$ cat src/core/codec_pwr_defs.vh
// register map, field positions, reset values and timing for the codec power control bank
`ifndef CODEC_PWR_DEFS_VH
`define CODEC_PWR_DEFS_VH

// register indices as printed; byte address is four times the index
`define AUDIO_CTRL2_IDX       8'h04
`define PWR_CTRL_IDX          8'h05
`define GAIN_TARGET_IDX       8'h08
`define IRQ_STATUS_IDX        8'h10
`define IRQ_MASK_IDX          8'h11

`define AUDIO_CTRL2_ADDR      8'h10
`define PWR_CTRL_ADDR         8'h14
`define GAIN_TARGET_ADDR      8'h20
`define IRQ_STATUS_ADDR       8'h40
`define IRQ_MASK_ADDR         8'h44

// audio control two, low bits
`define SOFT_STEP_BIT         1
`define MIC_FLAG_BIT          0
`define SOFT_STEP_RST         1'h0

// power control fields
`define PD_CTRL_MSB           15
`define PD_CTRL_LSB           6
`define PD_CTRL_W             10
`define PD_CTRL_RST           10'h3FF
`define PD_DONE_MSB           5
`define PD_DONE_LSB           2
`define PD_DONE_RST           4'hF
`define FX_EN_BIT             1
`define DEEMPH_EN_BIT         0
`define FILTER_EN_RST         2'h0

// positions inside the power-down control field
`define HANDSET_BIAS_POS      9
`define HEADSET_BIAS_POS      8
`define SIDETONE_POS          7
`define SPEAKER_ONE_POS       6
`define SPEAKER_TWO_POS       5
`define PLAYBACK_POS          4
`define RECORD_POS            3
`define DRIVER_VIRTUAL_GROUND_POS              2
`define CELL_OUT_POS          1
`define LOUDSPEAKER_POS       0

// dac gain stepping, one code is 0.5 dB
`define GAIN_W                8
`define GAIN_RST              8'h00
`define GAIN_DONE_BIT         8
`define GAIN_APPLIED_MSB      23
`define GAIN_APPLIED_LSB      16
`define SLOW_STEP_PERIODS     2'h2

// interrupt events
`define IRQ_W                 6
`define IRQ_RECORD_PD         0
`define IRQ_LEFT_PD           1
`define IRQ_RIGHT_PD          2
`define IRQ_SIDETONE_PD       3
`define IRQ_MIC_FLAG          4
`define IRQ_DAC_GAIN          5
`define IRQ_RST               6'h00

// synchronised inputs
`define SYNC_W                8
`define SYNC_RST              8'h0F

`endif

$ cat src/core/codec_power_control_regs.v
// codec power control and audio control register bank with apb slave and dac gain stepper
//
// The APB slave port was left to the implementer.
`timescale 1ns/100ps
`default_nettype none
`include "codec_pwr_defs.vh"

module codec_power_control_regs (
	input  wire        core_clk_i,
	input  wire        resetn_i,
	// apb slave
	input  wire [7:0]  paddr_i,
	input  wire        psel_i,
	input  wire        penable_i,
	input  wire        pwrite_i,
	input  wire [31:0] pwdata_i,
	output wire [31:0] prdata_o,
	output wire        pready_o,
	output wire        pslverr_o,
	// status from the analog blocks, asynchronous
	input  wire        record_converter_pd_done_i,
	input  wire        left_playback_pd_done_i,
	input  wire        right_playback_pd_done_i,
	input  wire        sidetone_pd_done_i,
	input  wire        mic_gain_done_i,
	input  wire        mic_agc_saturated_i,
	input  wire        mic_agc_en_i,
	input  wire        word_clk_i,
	// power-down and enable controls, applied dac gain and interrupt
	output wire        handset_bias_pd_o,
	output wire        headset_bias_pd_o,
	output wire        sidetone_pd_o,
	output wire        speaker_one_pd_o,
	output wire        speaker_two_pd_o,
	output wire        playback_converter_pd_o,
	output wire        record_converter_pd_o,
	output wire        virtual_ground_pd_o,
	output wire        cell_output_pd_o,
	output wire        loudspeaker_pd_o,
	output wire        codec_full_pd_o,
	output wire        effects_filter_en_o,
	output wire        deemphasis_en_o,
	output wire [7:0]  dac_gain_o,
	output wire        irq_o
);

	// ****************************************************************
	// input synchronisation
	// ****************************************************************

	wire [`SYNC_W-1:0] sync_in;
	wire [`SYNC_W-1:0] raw_in;

	assign raw_in = {
		word_clk_i,
		mic_agc_en_i,
		mic_agc_saturated_i,
		mic_gain_done_i,
		sidetone_pd_done_i,
		right_playback_pd_done_i,
		left_playback_pd_done_i,
		record_converter_pd_done_i
	};

	// the four power-down done flags come out of reset as 1 so the bank reads complete straight away
	status_sync #(
		.WIDTH   (`SYNC_W),
		.RST_VAL (`SYNC_RST)
	) u_status_sync (
		.core_clk_i (core_clk_i),
		.resetn_i   (resetn_i),
		.async_i    (raw_in),
		.sync_o     (sync_in)
	);

	wire       record_pd_done;
	wire       left_pd_done;
	wire       right_pd_done;
	wire       sidetone_done;
	wire       mic_done;
	wire       mic_sat;
	wire       agc_on;
	wire       word_clk;

	assign record_pd_done = sync_in[0];
	assign left_pd_done   = sync_in[1];
	assign right_pd_done  = sync_in[2];
	assign sidetone_done  = sync_in[3];
	assign mic_done       = sync_in[4];
	assign mic_sat        = sync_in[5];
	assign agc_on         = sync_in[6];
	assign word_clk       = sync_in[7];

	// ****************************************************************
	// registers
	// ****************************************************************

	reg [`PD_CTRL_W-1:0] pd_ctrl_reg;
	reg [1:0]            filter_en_reg;
	reg                  soft_step_rate_reg;
	reg [`GAIN_W-1:0]    gain_target_reg;
	reg [`GAIN_W-1:0]    gain_applied_reg;
	reg                  step_phase_reg;
	reg                  word_clk_reg;
	reg [`IRQ_W-1:0]     irq_status_reg;
	reg [`IRQ_W-1:0]     irq_mask_reg;
	reg [`IRQ_W-1:0]     event_level_reg;
	reg                  irq_reg;
	reg                  full_pd_reg;
	reg                  pready_reg;
	reg                  pslverr_reg;
	reg [31:0]           prdata_reg;

	// ****************************************************************
	// apb decode
	// ****************************************************************

	// one wait state: the answer comes on the second access cycle
	wire access;
	wire wr_en;
	wire mapped;
	wire clear_status;

	assign access = psel_i & penable_i & ~pready_reg;
	assign wr_en  = access & pwrite_i & mapped;
	assign mapped = (paddr_i == `AUDIO_CTRL2_ADDR) |
			(paddr_i == `PWR_CTRL_ADDR) |
			(paddr_i == `GAIN_TARGET_ADDR) |
			(paddr_i == `IRQ_STATUS_ADDR) |
			(paddr_i == `IRQ_MASK_ADDR);

	// status word is write-one-to-clear and lives in the interrupt block
	assign clear_status = wr_en & (paddr_i == `IRQ_STATUS_ADDR);

	// ****************************************************************
	// status flags
	// ****************************************************************

	wire mic_flag;
	wire gain_done;

	// agc repurposes the flag as its saturation indicator
	assign mic_flag  = agc_on ? mic_sat : mic_done;
	assign gain_done = (gain_applied_reg == gain_target_reg);

	wire [`IRQ_W-1:0] event_level;
	wire [`IRQ_W-1:0] event_rise;

	// bit order matches the interrupt status word
	assign event_level = {
		gain_done,
		mic_flag,
		sidetone_done,
		right_pd_done,
		left_pd_done,
		record_pd_done
	};
	assign event_rise  = event_level & ~event_level_reg;

	// ****************************************************************
	// read mux
	// ****************************************************************

	reg [31:0] rdata_next;

	always @* begin
		rdata_next = 32'h00000000;
		case (paddr_i)
		`AUDIO_CTRL2_ADDR: begin
			rdata_next[`SOFT_STEP_BIT] = soft_step_rate_reg;
			rdata_next[`MIC_FLAG_BIT]  = mic_flag;
		end
		`PWR_CTRL_ADDR: begin
			rdata_next[`PD_CTRL_MSB:`PD_CTRL_LSB] = pd_ctrl_reg;
			// completion bits always show the live block state
			rdata_next[`PD_DONE_MSB]   = record_pd_done;
			rdata_next[`PD_DONE_MSB-1] = left_pd_done;
			rdata_next[`PD_DONE_MSB-2] = right_pd_done;
			rdata_next[`PD_DONE_LSB]   = sidetone_done;
			rdata_next[`FX_EN_BIT]     = filter_en_reg[`FX_EN_BIT];
			rdata_next[`DEEMPH_EN_BIT] = filter_en_reg[`DEEMPH_EN_BIT];
		end
		`GAIN_TARGET_ADDR: begin
			rdata_next[`GAIN_W-1:0]     = gain_target_reg;
			rdata_next[`GAIN_DONE_BIT]  = gain_done;
			rdata_next[`GAIN_APPLIED_MSB:`GAIN_APPLIED_LSB] = gain_applied_reg;
		end
		`IRQ_STATUS_ADDR: begin
			rdata_next[`IRQ_W-1:0] = irq_status_reg;
		end
		`IRQ_MASK_ADDR: begin
			rdata_next[`IRQ_W-1:0] = irq_mask_reg;
		end
		default: begin
			rdata_next = 32'h00000000;
		end
		endcase
	end

	// ****************************************************************
	// apb answer
	// ****************************************************************

	// read word is captured at the access edge so it stands exactly with pready_o
	always @(posedge core_clk_i) begin
		if (!resetn_i) begin
			pready_reg  <= 1'b0;
			pslverr_reg <= 1'b0;
			prdata_reg  <= 32'h00000000;
		end else begin
			pready_reg  <= access;
			pslverr_reg <= access & ~mapped;
			if (access && !pwrite_i) begin
				prdata_reg <= rdata_next;
			end else if (!access) begin
				prdata_reg <= 32'h00000000;
			end
		end
	end

	// ****************************************************************
	// control registers
	// ****************************************************************

	always @(posedge core_clk_i) begin
		if (!resetn_i) begin
			pd_ctrl_reg        <= `PD_CTRL_RST;
			filter_en_reg      <= `FILTER_EN_RST;
			soft_step_rate_reg <= `SOFT_STEP_RST;
			gain_target_reg    <= `GAIN_RST;
			irq_mask_reg       <= `IRQ_RST;
		end else if (wr_en) begin
			case (paddr_i)
			`AUDIO_CTRL2_ADDR: begin
				// the flag bit is read-only, only the rate select is stored
				soft_step_rate_reg <= pwdata_i[`SOFT_STEP_BIT];
			end
			`PWR_CTRL_ADDR: begin
				pd_ctrl_reg   <= pwdata_i[`PD_CTRL_MSB:`PD_CTRL_LSB];
				filter_en_reg <= pwdata_i[`FX_EN_BIT:`DEEMPH_EN_BIT];
			end
			`GAIN_TARGET_ADDR: begin
				gain_target_reg <= pwdata_i[`GAIN_W-1:0];
			end
			`IRQ_MASK_ADDR: begin
				irq_mask_reg <= pwdata_i[`IRQ_W-1:0];
			end
			default: begin
				// status clears are handled with the interrupt flags
				gain_target_reg <= gain_target_reg;
			end
			endcase
		end
	end

	// ****************************************************************
	// dac gain soft stepping
	// ****************************************************************

	// one code step per word-clock rising edge, or every second edge in slow mode
	// a word clock faster than a few core clocks would lose edges in the synchroniser
	wire wclk_rise;
	wire step_now;

	assign wclk_rise = word_clk & ~word_clk_reg;
	assign step_now  = wclk_rise & (~soft_step_rate_reg | step_phase_reg);

	always @(posedge core_clk_i) begin
		if (!resetn_i) begin
			word_clk_reg     <= 1'b0;
			step_phase_reg   <= 1'b0;
			gain_applied_reg <= `GAIN_RST;
		end else begin
			word_clk_reg <= word_clk;
			if (gain_done) begin
				step_phase_reg <= 1'b0;
			end else if (wclk_rise) begin
				step_phase_reg <= ~step_phase_reg;
			end
			if (step_now && (gain_applied_reg < gain_target_reg)) begin
				gain_applied_reg <= gain_applied_reg + 8'h01;
			end else if (step_now && (gain_applied_reg > gain_target_reg)) begin
				gain_applied_reg <= gain_applied_reg - 8'h01;
			end
		end
	end

	// ****************************************************************
	// full power-down and interrupts
	// ****************************************************************

	always @(posedge core_clk_i) begin
		if (!resetn_i) begin
			full_pd_reg     <= 1'b1;
			event_level_reg <= {`IRQ_W{1'b1}};
			irq_status_reg  <= `IRQ_RST;
			irq_reg         <= 1'b0;
		end else begin
			full_pd_reg     <= &pd_ctrl_reg;
			event_level_reg <= event_level;
			// a new event in the clearing cycle survives the clear
			if (clear_status) begin
				irq_status_reg <= (irq_status_reg & ~pwdata_i[`IRQ_W-1:0]) | event_rise;
			end else begin
				irq_status_reg <= irq_status_reg | event_rise;
			end
			irq_reg <= |(irq_status_reg & irq_mask_reg);
		end
	end

	// ****************************************************************
	// outputs
	// ****************************************************************

	assign prdata_o                = prdata_reg;
	assign pready_o                = pready_reg;
	assign pslverr_o               = pslverr_reg;
	assign handset_bias_pd_o       = pd_ctrl_reg[`HANDSET_BIAS_POS];
	assign headset_bias_pd_o       = pd_ctrl_reg[`HEADSET_BIAS_POS];
	assign sidetone_pd_o           = pd_ctrl_reg[`SIDETONE_POS];
	assign speaker_one_pd_o        = pd_ctrl_reg[`SPEAKER_ONE_POS];
	assign speaker_two_pd_o        = pd_ctrl_reg[`SPEAKER_TWO_POS];
	assign playback_converter_pd_o = pd_ctrl_reg[`PLAYBACK_POS];
	assign record_converter_pd_o   = pd_ctrl_reg[`RECORD_POS];
	assign virtual_ground_pd_o     = pd_ctrl_reg[`DRIVER_VIRTUAL_GROUND_POS];
	assign cell_output_pd_o        = pd_ctrl_reg[`CELL_OUT_POS];
	assign loudspeaker_pd_o        = pd_ctrl_reg[`LOUDSPEAKER_POS];
	assign codec_full_pd_o         = full_pd_reg;
	assign effects_filter_en_o     = filter_en_reg[`FX_EN_BIT];
	assign deemphasis_en_o         = filter_en_reg[`DEEMPH_EN_BIT];
	assign dac_gain_o              = gain_applied_reg;
	assign irq_o                   = irq_reg;

endmodule

`default_nettype wire

$ cat src/core/status_sync.v
// two flip-flop synchroniser for a group of level inputs
`timescale 1ns/100ps
`default_nettype none

module status_sync #(
	parameter        WIDTH   = 1,
	parameter [WIDTH-1:0] RST_VAL = {WIDTH{1'b0}}
) (
	input  wire             core_clk_i,
	input  wire             resetn_i,
	input  wire [WIDTH-1:0] async_i,
	output wire [WIDTH-1:0] sync_o
);

	reg [WIDTH-1:0] meta_reg;
	reg [WIDTH-1:0] sync_reg;

	// first stage feeds only the second stage
	always @(posedge core_clk_i) begin
		if (!resetn_i) begin
			meta_reg <= RST_VAL;
			sync_reg <= RST_VAL;
		end else begin
			meta_reg <= async_i;
			sync_reg <= meta_reg;
		end
	end

	assign sync_o = sync_reg;

endmodule

`default_nettype wire

$ cat config.mk
export PLATFORM = sky130hd
export DESIGN_NAME = codec_power_control_regs
export DESIGN_NICKNAME = d
export VERILOG_FILES = /design/src/core/codec_power_control_regs.v /design/src/core/status_sync.v
export VERILOG_INCLUDE_DIRS = /design/src /design/src/core
export SDC_FILE = /design/constraint.sdc
export NUM_CORES = 1
export LEC_CHECK = 0
export BUFFER_PORTS_ARGS = -buffer_cell sky130_fd_sc_hd__buf_2
export CORE_ASPECT_RATIO = 1.75
export CORE_MARGIN = 2
export CORE_UTILIZATION = 50
export CTS_CLUSTER_DIAMETER = 40
export DETAILED_ROUTE_END_ITERATION = 8
export PLACE_DENSITY = 0.78
export SLEW_MARGIN = 20
export SYNTH_ARGS = -nofsm -noshare
export SYNTH_HDL_FRONTEND = slang
export SYNTH_HIERARCHICAL = 1
export SYNTH_SLANG_ARGS = --single-unit
$ cat constraint.sdc
create_clock -name core_clk_i -period 3.52 [get_ports core_clk_i]
set_input_delay 0.176 -clock core_clk_i [delete_from_list [all_inputs] [get_ports core_clk_i]]
set_output_delay 0.176 -clock core_clk_i [all_outputs]
set_load 0.01 [all_outputs]
# Word-level counts from Yosys, hierarchy flattened
# Index checks and enable logic that the tools add are counted.
totals:
  register_bits: 93
  in_bits: 53
  output_inout_bits: 56
op_classes:
  n_addsub: 2
  order_cmp: 2
  n_eq_ne: 7
  n_mux: 11
  n_bitwise: 26
  reduce_logical: 12
ops:
  columns: ["op", "n"]
  rows:
  - ["$mux W24", 2]
  - ["$mux W8", 3]
  - ["$and A6 B6 Y6", 3]
  - ["$eq A8 B5 Y1 const B", 2]
  - ["$eq A8 B7 Y1 const B", 2]
  - ["$pmux W4 S4", 1]
  - ["$not A6 Y6", 2]
  - ["$or A6 B6 Y6", 2]
  - ["$pmux W2 S5", 1]
  - ["$reduce_and A10 Y1", 1]
  - ["$add A8 B1 Y8 const B", 1]
  - ["$and A1 B1 Y1", 8]
  - ["$eq A8 B6 Y1 const B", 1]
  - ["$eq A8 B8 Y1", 1]
  - ["$gt A8 B8 Y1", 1]
  - ["$lt A8 B8 Y1", 1]
  - ["$reduce_and A2 Y1", 4]
  - ["$sub A8 B1 Y8 const B", 1]
  - ["$mux W7", 1]
  - ["$mux W6", 1]
  - ["$not A1 Y1", 6]
  - ["$pmux W3 S2", 1]
  - ["$reduce_or A6 Y1", 1]
  - ["$or A1 B1 Y1", 5]
  - ["other kinds (6)", 8]

# Depth between registers and ports, before layout
# Gate-level depths: netlist of the first run.
logic_depth:
  depth_word: 8
  mapped_depth: 13
  mapped_depth_nobuf: 13

# Hierarchy
# The synthesis of the first run kept the hierarchy.
by_module_without_submodules:
  columns: ["module", "n_inst", "cells_each", "area_each_um2"]
  rows:
  - ["codec_power_control_regs", 1, 407, 3573.4]
  - ["status_sync", 1, 33, 432.9]

# Worst setup path after synthesis of the first run
# Ideal clock, no wire load.
synth_timing:
  path_type: "register to register"
  start: "reg gain_applied_reg[1], in the netlist dac_gain_o[1]"
  end: "reg gain_applied_reg[7], in the netlist dac_gain_o[7]"
  setup_time_ns: 0.072
  arrival_ns: 2.945
  setup_slack_ns: 0.504
  stages_incl_launch_ff: 13
  n_path_buf: 0
  period_less_slack_ns: 3.016
  cell_sequence: "dfxtp_1 ha_1 nor2b_1 o211ai_1 a21oi_1 or3_1 ha_1 a21o_1 nand4_1 nand4_1 a31oi_1 mux2i_1 mux2i_1"
synth_via:
  elab_chain_cells: 3
synth_rtl:
  columns: ["element", "line", "rtl"]
  rows:
  - ["start, declared", "codec_power_control_regs.v:102", "reg [`GAIN_W-1:0] gain_applied_reg;"]
  - ["start signal, assigned", "codec_power_control_regs.v:272", "gain_applied_reg <= `GAIN_RST;"]
  - ["start signal, assigned", "codec_power_control_regs.v:281", "gain_applied_reg <= gain_applied_reg + 8'h01;"]
  - ["start signal, assigned", "codec_power_control_regs.v:283", "gain_applied_reg <= gain_applied_reg - 8'h01;"]
  - ["$sub A8 B1 Y8, or another cell as far along", "codec_power_control_regs.v:283", null]
  - ["$mux W8, or another cell as far along", "codec_power_control_regs.v:282", "end else if (step_now && (gain_applied_reg > gain_target_reg)) begin"]
  - ["$mux W8 / $reduce_bool A2 Y1 (equally long branches)", null, null]
# Several ways; a longest one is shown, not always the timed one. The select of a mux whose other input is x is not followed.
# A chain may end at the register's enable or synchronous reset.

# Worst setup path after layout of the first run
# Same ends and word-level chain as after synthesis.

==> metrics.yaml, run 1 <==
worst_slew_pin_slew_ns: 0.874
drt_iter0_markers: 204
clk_pin_slew_ns: 0.06
synthCells: 440
critPathCapture: "dac_gain_o[7]"
cts_tree: "yes"
max_slew_margin_pct: 41.6
hold_buffers: 0
netlist_area_um2: 4010
min_path_cells: 2
grt-ovfl-total: 0
cp-startpoint: "dac_gain_o[1]"
core_um2: 7860
chipHeight_um: 122
first_global_vias: 3349
dp_hpwl_mm: 6.72
final.min_clock_period_ns: 3.26
port-buffer-count: 84
setup_viol: 0
reg2regPathDepth: 12
largest_reg_flops: 24
placedCellCount: 597
power_mw: 3.10
avgSynthCellArea_um2: 9.11
fin_nets: 586
leakagePower_nw: 2.01
area_growth_pct: 18.3
r2r_setup_slack_ns: 0.26
powerDensity_nw_per_um2: 654
antenna_left: 0
cts_max_level: 3
hold_path_class: "in -> reg"
critPathRequiredTime_ns: 3.80
drv_cap: 0
hold_viol: 0
multiInputGateArea_um2: 1980
routedWlPerCell_um: 15.1
clk_path_buf_depth: 2
ys_seq_area_share_pct: 46.5
ff_latch_area_um2: 1860
rows: 43
drc: 0
cp_max_fo: 8
fin_setup_tns_ns: 0
start_kind: "flip-flop"
pin_count: 109
yosysUniqueCellTypes: 49
viasPerCell: 5.66
drive_gt1_share_pct: 22.0
insertion_delay_ns: 0.35
cts_buffers: 9
final_common_cell: "dfxtp_1"
min_from: "record_converter_pd_done_i"
timing.fmax_mhz: 307
die-width_um: 71.7
crit-reg2reg-launch: "dac_gain_o[1]"
fin_ws_ns: 0.260
path_class: "reg -> reg"
ys_seq_elements: 93
pre_cts_ws_ns: 0.298
skew_ns: 0.00823
start_util_pct: 51.0
yosys_warnings: 6
cts.sinks: 93
cts_resized: 0
grt.total_usage_pct: 22.4
final_cell_mix: "93 x dfxtp_1, 84 x buf_2, 53 x nor2_1"
first_pass_iters: 5
fillers: 708
postCtsSetupRepairBufs: 0
finalCritPeriodShare_pct: 92.6
grt_max_degree: 54
antenna_cells: 0
die-area_um2: 8770
vias: 3467
maxSlewViolCount: 0
worstPathArrival_ns: 3.54
gp_congestion: 0.877
cts_root_buf: "clkbuf_16"
grt_antenna_before_repair: 0
wl_mm: 9.25
peakVddDrop_mv: 0.392
status: "completed"
grt_first_pass_wirelength_mm: 15.4
r2r_end: "dac_gain_o[7]"
instances_no_fill: 613
grt_setup_unrepaired: "false"
crit_path_end_kind: "flip-flop"
[worst max-delay path, cell delays in order, from the launching register on]
cell and delay, ns:
dfxtp_1 0.47, ha_1 0.29, nor2b_1 0.13, o211ai_1 0.15
a21oi_1 0.15, or3_1 0.55, ha_1 0.33, a21o_1 0.20
nand4_1 0.10, nand4_1 0.15, a31oi_1 0.24, mux2i_1 0.25
mux2i_1 0.19
[where the power goes]
part	internal (mW)	switching (mW)
clock	0.551	0.403
combinational	0.425	0.523
sequential	1.12	0.0797
[cells in the mapped netlist (all sizes together)]
cell type  instances  area share (%)
nor3               1            0.12
mux2i             23             5.7
a21boi             1            0.28
dfxtp             93              46
nand4             12             1.9
and3b              1            0.22
a21o               2            0.37
buf               17             2.6
nand2             44             4.1
xnor2              6             1.3
nand2b            11             1.9
xor2               1            0.22
a32oi              1            0.22
or3                4            0.87
a22o               2            0.44
nor2              57             5.8
o211ai             2            0.37
fa                 1            0.50
and3               1            0.16
ha                14             4.4
conb               1           0.094
or2b               4            0.75
a22oi             32             6.0
nand3b             2            0.37
a31oi              3            0.47
a211oi             1            0.19
nor2b             11             1.8
clkbuf            10            0.94
o22ai              3            0.47
nand3             18             2.4
o32ai              4            0.87
and2              10             1.6
inv               14             1.3
a21oi             25             3.1
a2bb2oi            1            0.22
o21ai              2            0.25
o31ai              2            0.72
or2                2            0.31
nor4               1            0.16
[final cells by class]
class                   count  area share (%)
repair buffers             87            9.35
clock inverters             5            1.29
inverters                  14            1.11
flip-flops and latches     93            39.3
clock buffers              11            4.91
well taps                  90            2.38
multi-input cells         313            41.7
[cell families after synthesis]
group,share of synthesized area [%]
and+or+nand+nor,22.4
DFF,46.5
AOI/OAI and AO/OA,14.0
buffers and inverters,4.87
muxes,5.75
adders and majority gates,4.87
xor gates and xnor gates,1.53
other,0.0936
[routing by layer]
layer	vias up	wire length (um)	global-route usage, %
met2	117	4910	39.4
li1	1679	-	-
met1	1637	3440	23.8
met3	34	505	5.50
met4	0	399	13.3
met5	-	0	0
[how the worst min path moves through the flow]
stage | slack, ns | to
after floorplan | 0.25 | u_status_sync/meta_reg[1]
after global placement | 0.35 | u_status_sync/meta_reg[0]
after detailed placement | 0.36 | u_status_sync/meta_reg[0]
after CTS | 0.002 | u_status_sync/meta_reg[2]
after global routing | 0.003 | u_status_sync/meta_reg[2]
final | 0.002 | u_status_sync/meta_reg[0]
[stage by stage]
step           area, um^2  hold slack [ns]  utilization, %
2_1_floorplan        4030            0.249               -
3_3_place_gp         4450            0.352            56.6
3_5_place_dp         4450            0.358            56.6
4_1_cts              4740          0.00213            60.3
5_1_grt              4740          0.00344            60.3
6_report             4740          0.00156            60.3
Note: power is estimated with default switching activity, not from simulation.
==> inputs of run 2 (changes only) <==
Settings changed: CORE_UTILIZATION 50 to 56, PLACE_DENSITY 0.78 to 0.85.
Clock period 3.52 ns to 3.9 ns, I/O delays scaled along.
==> run 2 against run 1 <==
Via count hardly changed. Cell count down 1.5%. Die area down 10%. Register-to-register slack improved by 0.36 ns. Largest cell class unchanged.
==> metrics.yaml, run 2 (synthesis gave the netlist of run 1 again) <==
status: "completed"
swShare_pct: 32.6
vias: 3466
powerDensity_nw_per_um2: 585
dp_hpwl_mm: 6.80
grt_max_degree: 54
maxSlewViolCount: 0
chipHeight_um: 116
intPower_mw: 1.85
power_switching_mw: 0.898
hold-worst-slack_ns: 0.0342
core_um2: 6910
wl_mm: 9.44
first_global_vias: 3398
cts_resized: 0
fillers: 568
first_pass_iters: 5
fin_nets: 584
antenna_cells: 0
die-area_um2: 7870
hold_path_class: "in -> reg"
timing.fmax_mhz: 305
cts_max_level: 3
critPathRequiredTime_ns: 4.17
grt_setup_unrepaired: "false"
clk_pin_slew_ns: 0.06
instances_no_fill: 604
grt-ovfl-total: 0
drt_iter0_markers: 206
drv_cap: 0
start_kind: "flip-flop"
cp_max_fo: 8
fin_setup_tns_ns: 0
largest_reg_flops: 24
peakVddDrop_mv: 0.343
final_cell_mix: "93 x dfxtp_1, 84 x buf_2, 53 x nor2_1"
finalCritPeriodShare_pct: 84.0
routedWlPerCell_um: 15.6
hold_buffers: 0
die-width_um: 67.9
viasPerCell: 5.74
grt_first_pass_wirelength_mm: 15.2
start_util_pct: 58.0
cts_root_buf: "clkbuf_16"
clk_path_buf_depth: 2
drive_gt1_share_pct: 21.7
worst_slew_pin_slew_ns: 0.990
skew_ns: 0.00830
leakagePower_nw: 2.00
gp_congestion: 0.878
final.min_clock_period_ns: 3.28
grt_antenna_before_repair: 0
antenna_left: 0
worstPathArrival_ns: 3.55
path_class: "reg -> reg"
insertion_delay_ns: 0.34
hold_viol: 0
port-buffer-count: 84
cts.sinks: 93
grt.total_usage_pct: 25.4
final_common_cell: "dfxtp_1"
crit_path_end_kind: "flip-flop"
max_slew_margin_pct: 33.4
clockPowerShare_pct: 29.0
placedCellCount: 589
drc: 0
cts_buffers: 9
cts_tree: "yes"
p_seq_share_pct: 39.4
setup_viol: 0
rows: 40
postCtsSetupRepairBufs: 0
combPwrFrac_pct: 31.6
pin_count: 109
area_growth_pct: 17.3
run 2: cell types whose count changed in the layout (fill, tap and decap cells not counted), sizes merged:
cell / change
clkinvlp: -2
clkinv: +1
buf: -2
clkbuf: +1
bufinv: -1
run 2: critical path, cell delays in order, from the launching register on:
cell and delay [ns]:
dfxtp_1 0.46, ha_1 0.29, nor2b_1 0.13, o211ai_1 0.15, a21oi_1 0.15, or3_1 0.55, ha_1 0.34, a21o_1 0.19
nand4_1 0.10, nand4_1 0.18, a31oi_1 0.24, mux2i_1 0.24, mux2i_1 0.19
run 2: per-layer routing:
metal	GRT usage, %	vias up	part of all wire, %
met5	0	-	0
met4	17.9	0	4.9
met3	4.85	34	5.8
met2	44.1	144	54
met1	26.5	1621	35
li1	-	1667	-
run 2: worst paths after layout:
check / slack [ns] / start / end / cells after the start
max: 0.62 / dac_gain_o[1] / dac_gain_o[7] / 12
min: 0.03 / record_converter_pd_done_i / u_status_sync/meta_reg[0] / 2
max reg2reg: 0.62 / dac_gain_o[1] / dac_gain_o[7] / 12
min reg2reg: 0.41 / u_status_sync/meta_reg[2] / u_status_sync/sync_o[2] / 1
run 2: power by group through the flow:
stage	logic [mW]	registers (mW)	clock network, mW
floorplan	0.656	1.10	0
global placement	0.807	1.10	0
detailed placement	0.846	1.11	0
CTS	0.857	1.09	0.809
global route	0.973	1.09	0.854
finish	0.869	1.08	0.798
run 2: through the flow:
step | setup WS [ns] | instance area (um^2) | total power [mW] | utilization [%]
2_1_floorplan | 0.884 | 4030 | 1.76 | -
3_3_place_gp | 0.776 | 4420 | 1.91 | 64.0
3_5_place_dp | 0.671 | 4420 | 1.95 | 64.0
4_1_cts | 0.608 | 4700 | 2.75 | 68.1
5_1_grt | 0.375 | 4700 | 2.92 | 68.1
6_report | 0.625 | 4700 | 2.75 | 68.1
run 2: final cells by class:
class                   count  area [um^2]  share of cell area (%)
multi-input cells         313         1980                    42.0
flip-flops and latches     93         1860                    39.6
repair buffers             85          428                    9.10
clock buffers              12          256                    5.46
well taps                  84          105                    2.24
inverters                  14         52.6                    1.12
clock inverters             3         21.3                   0.452
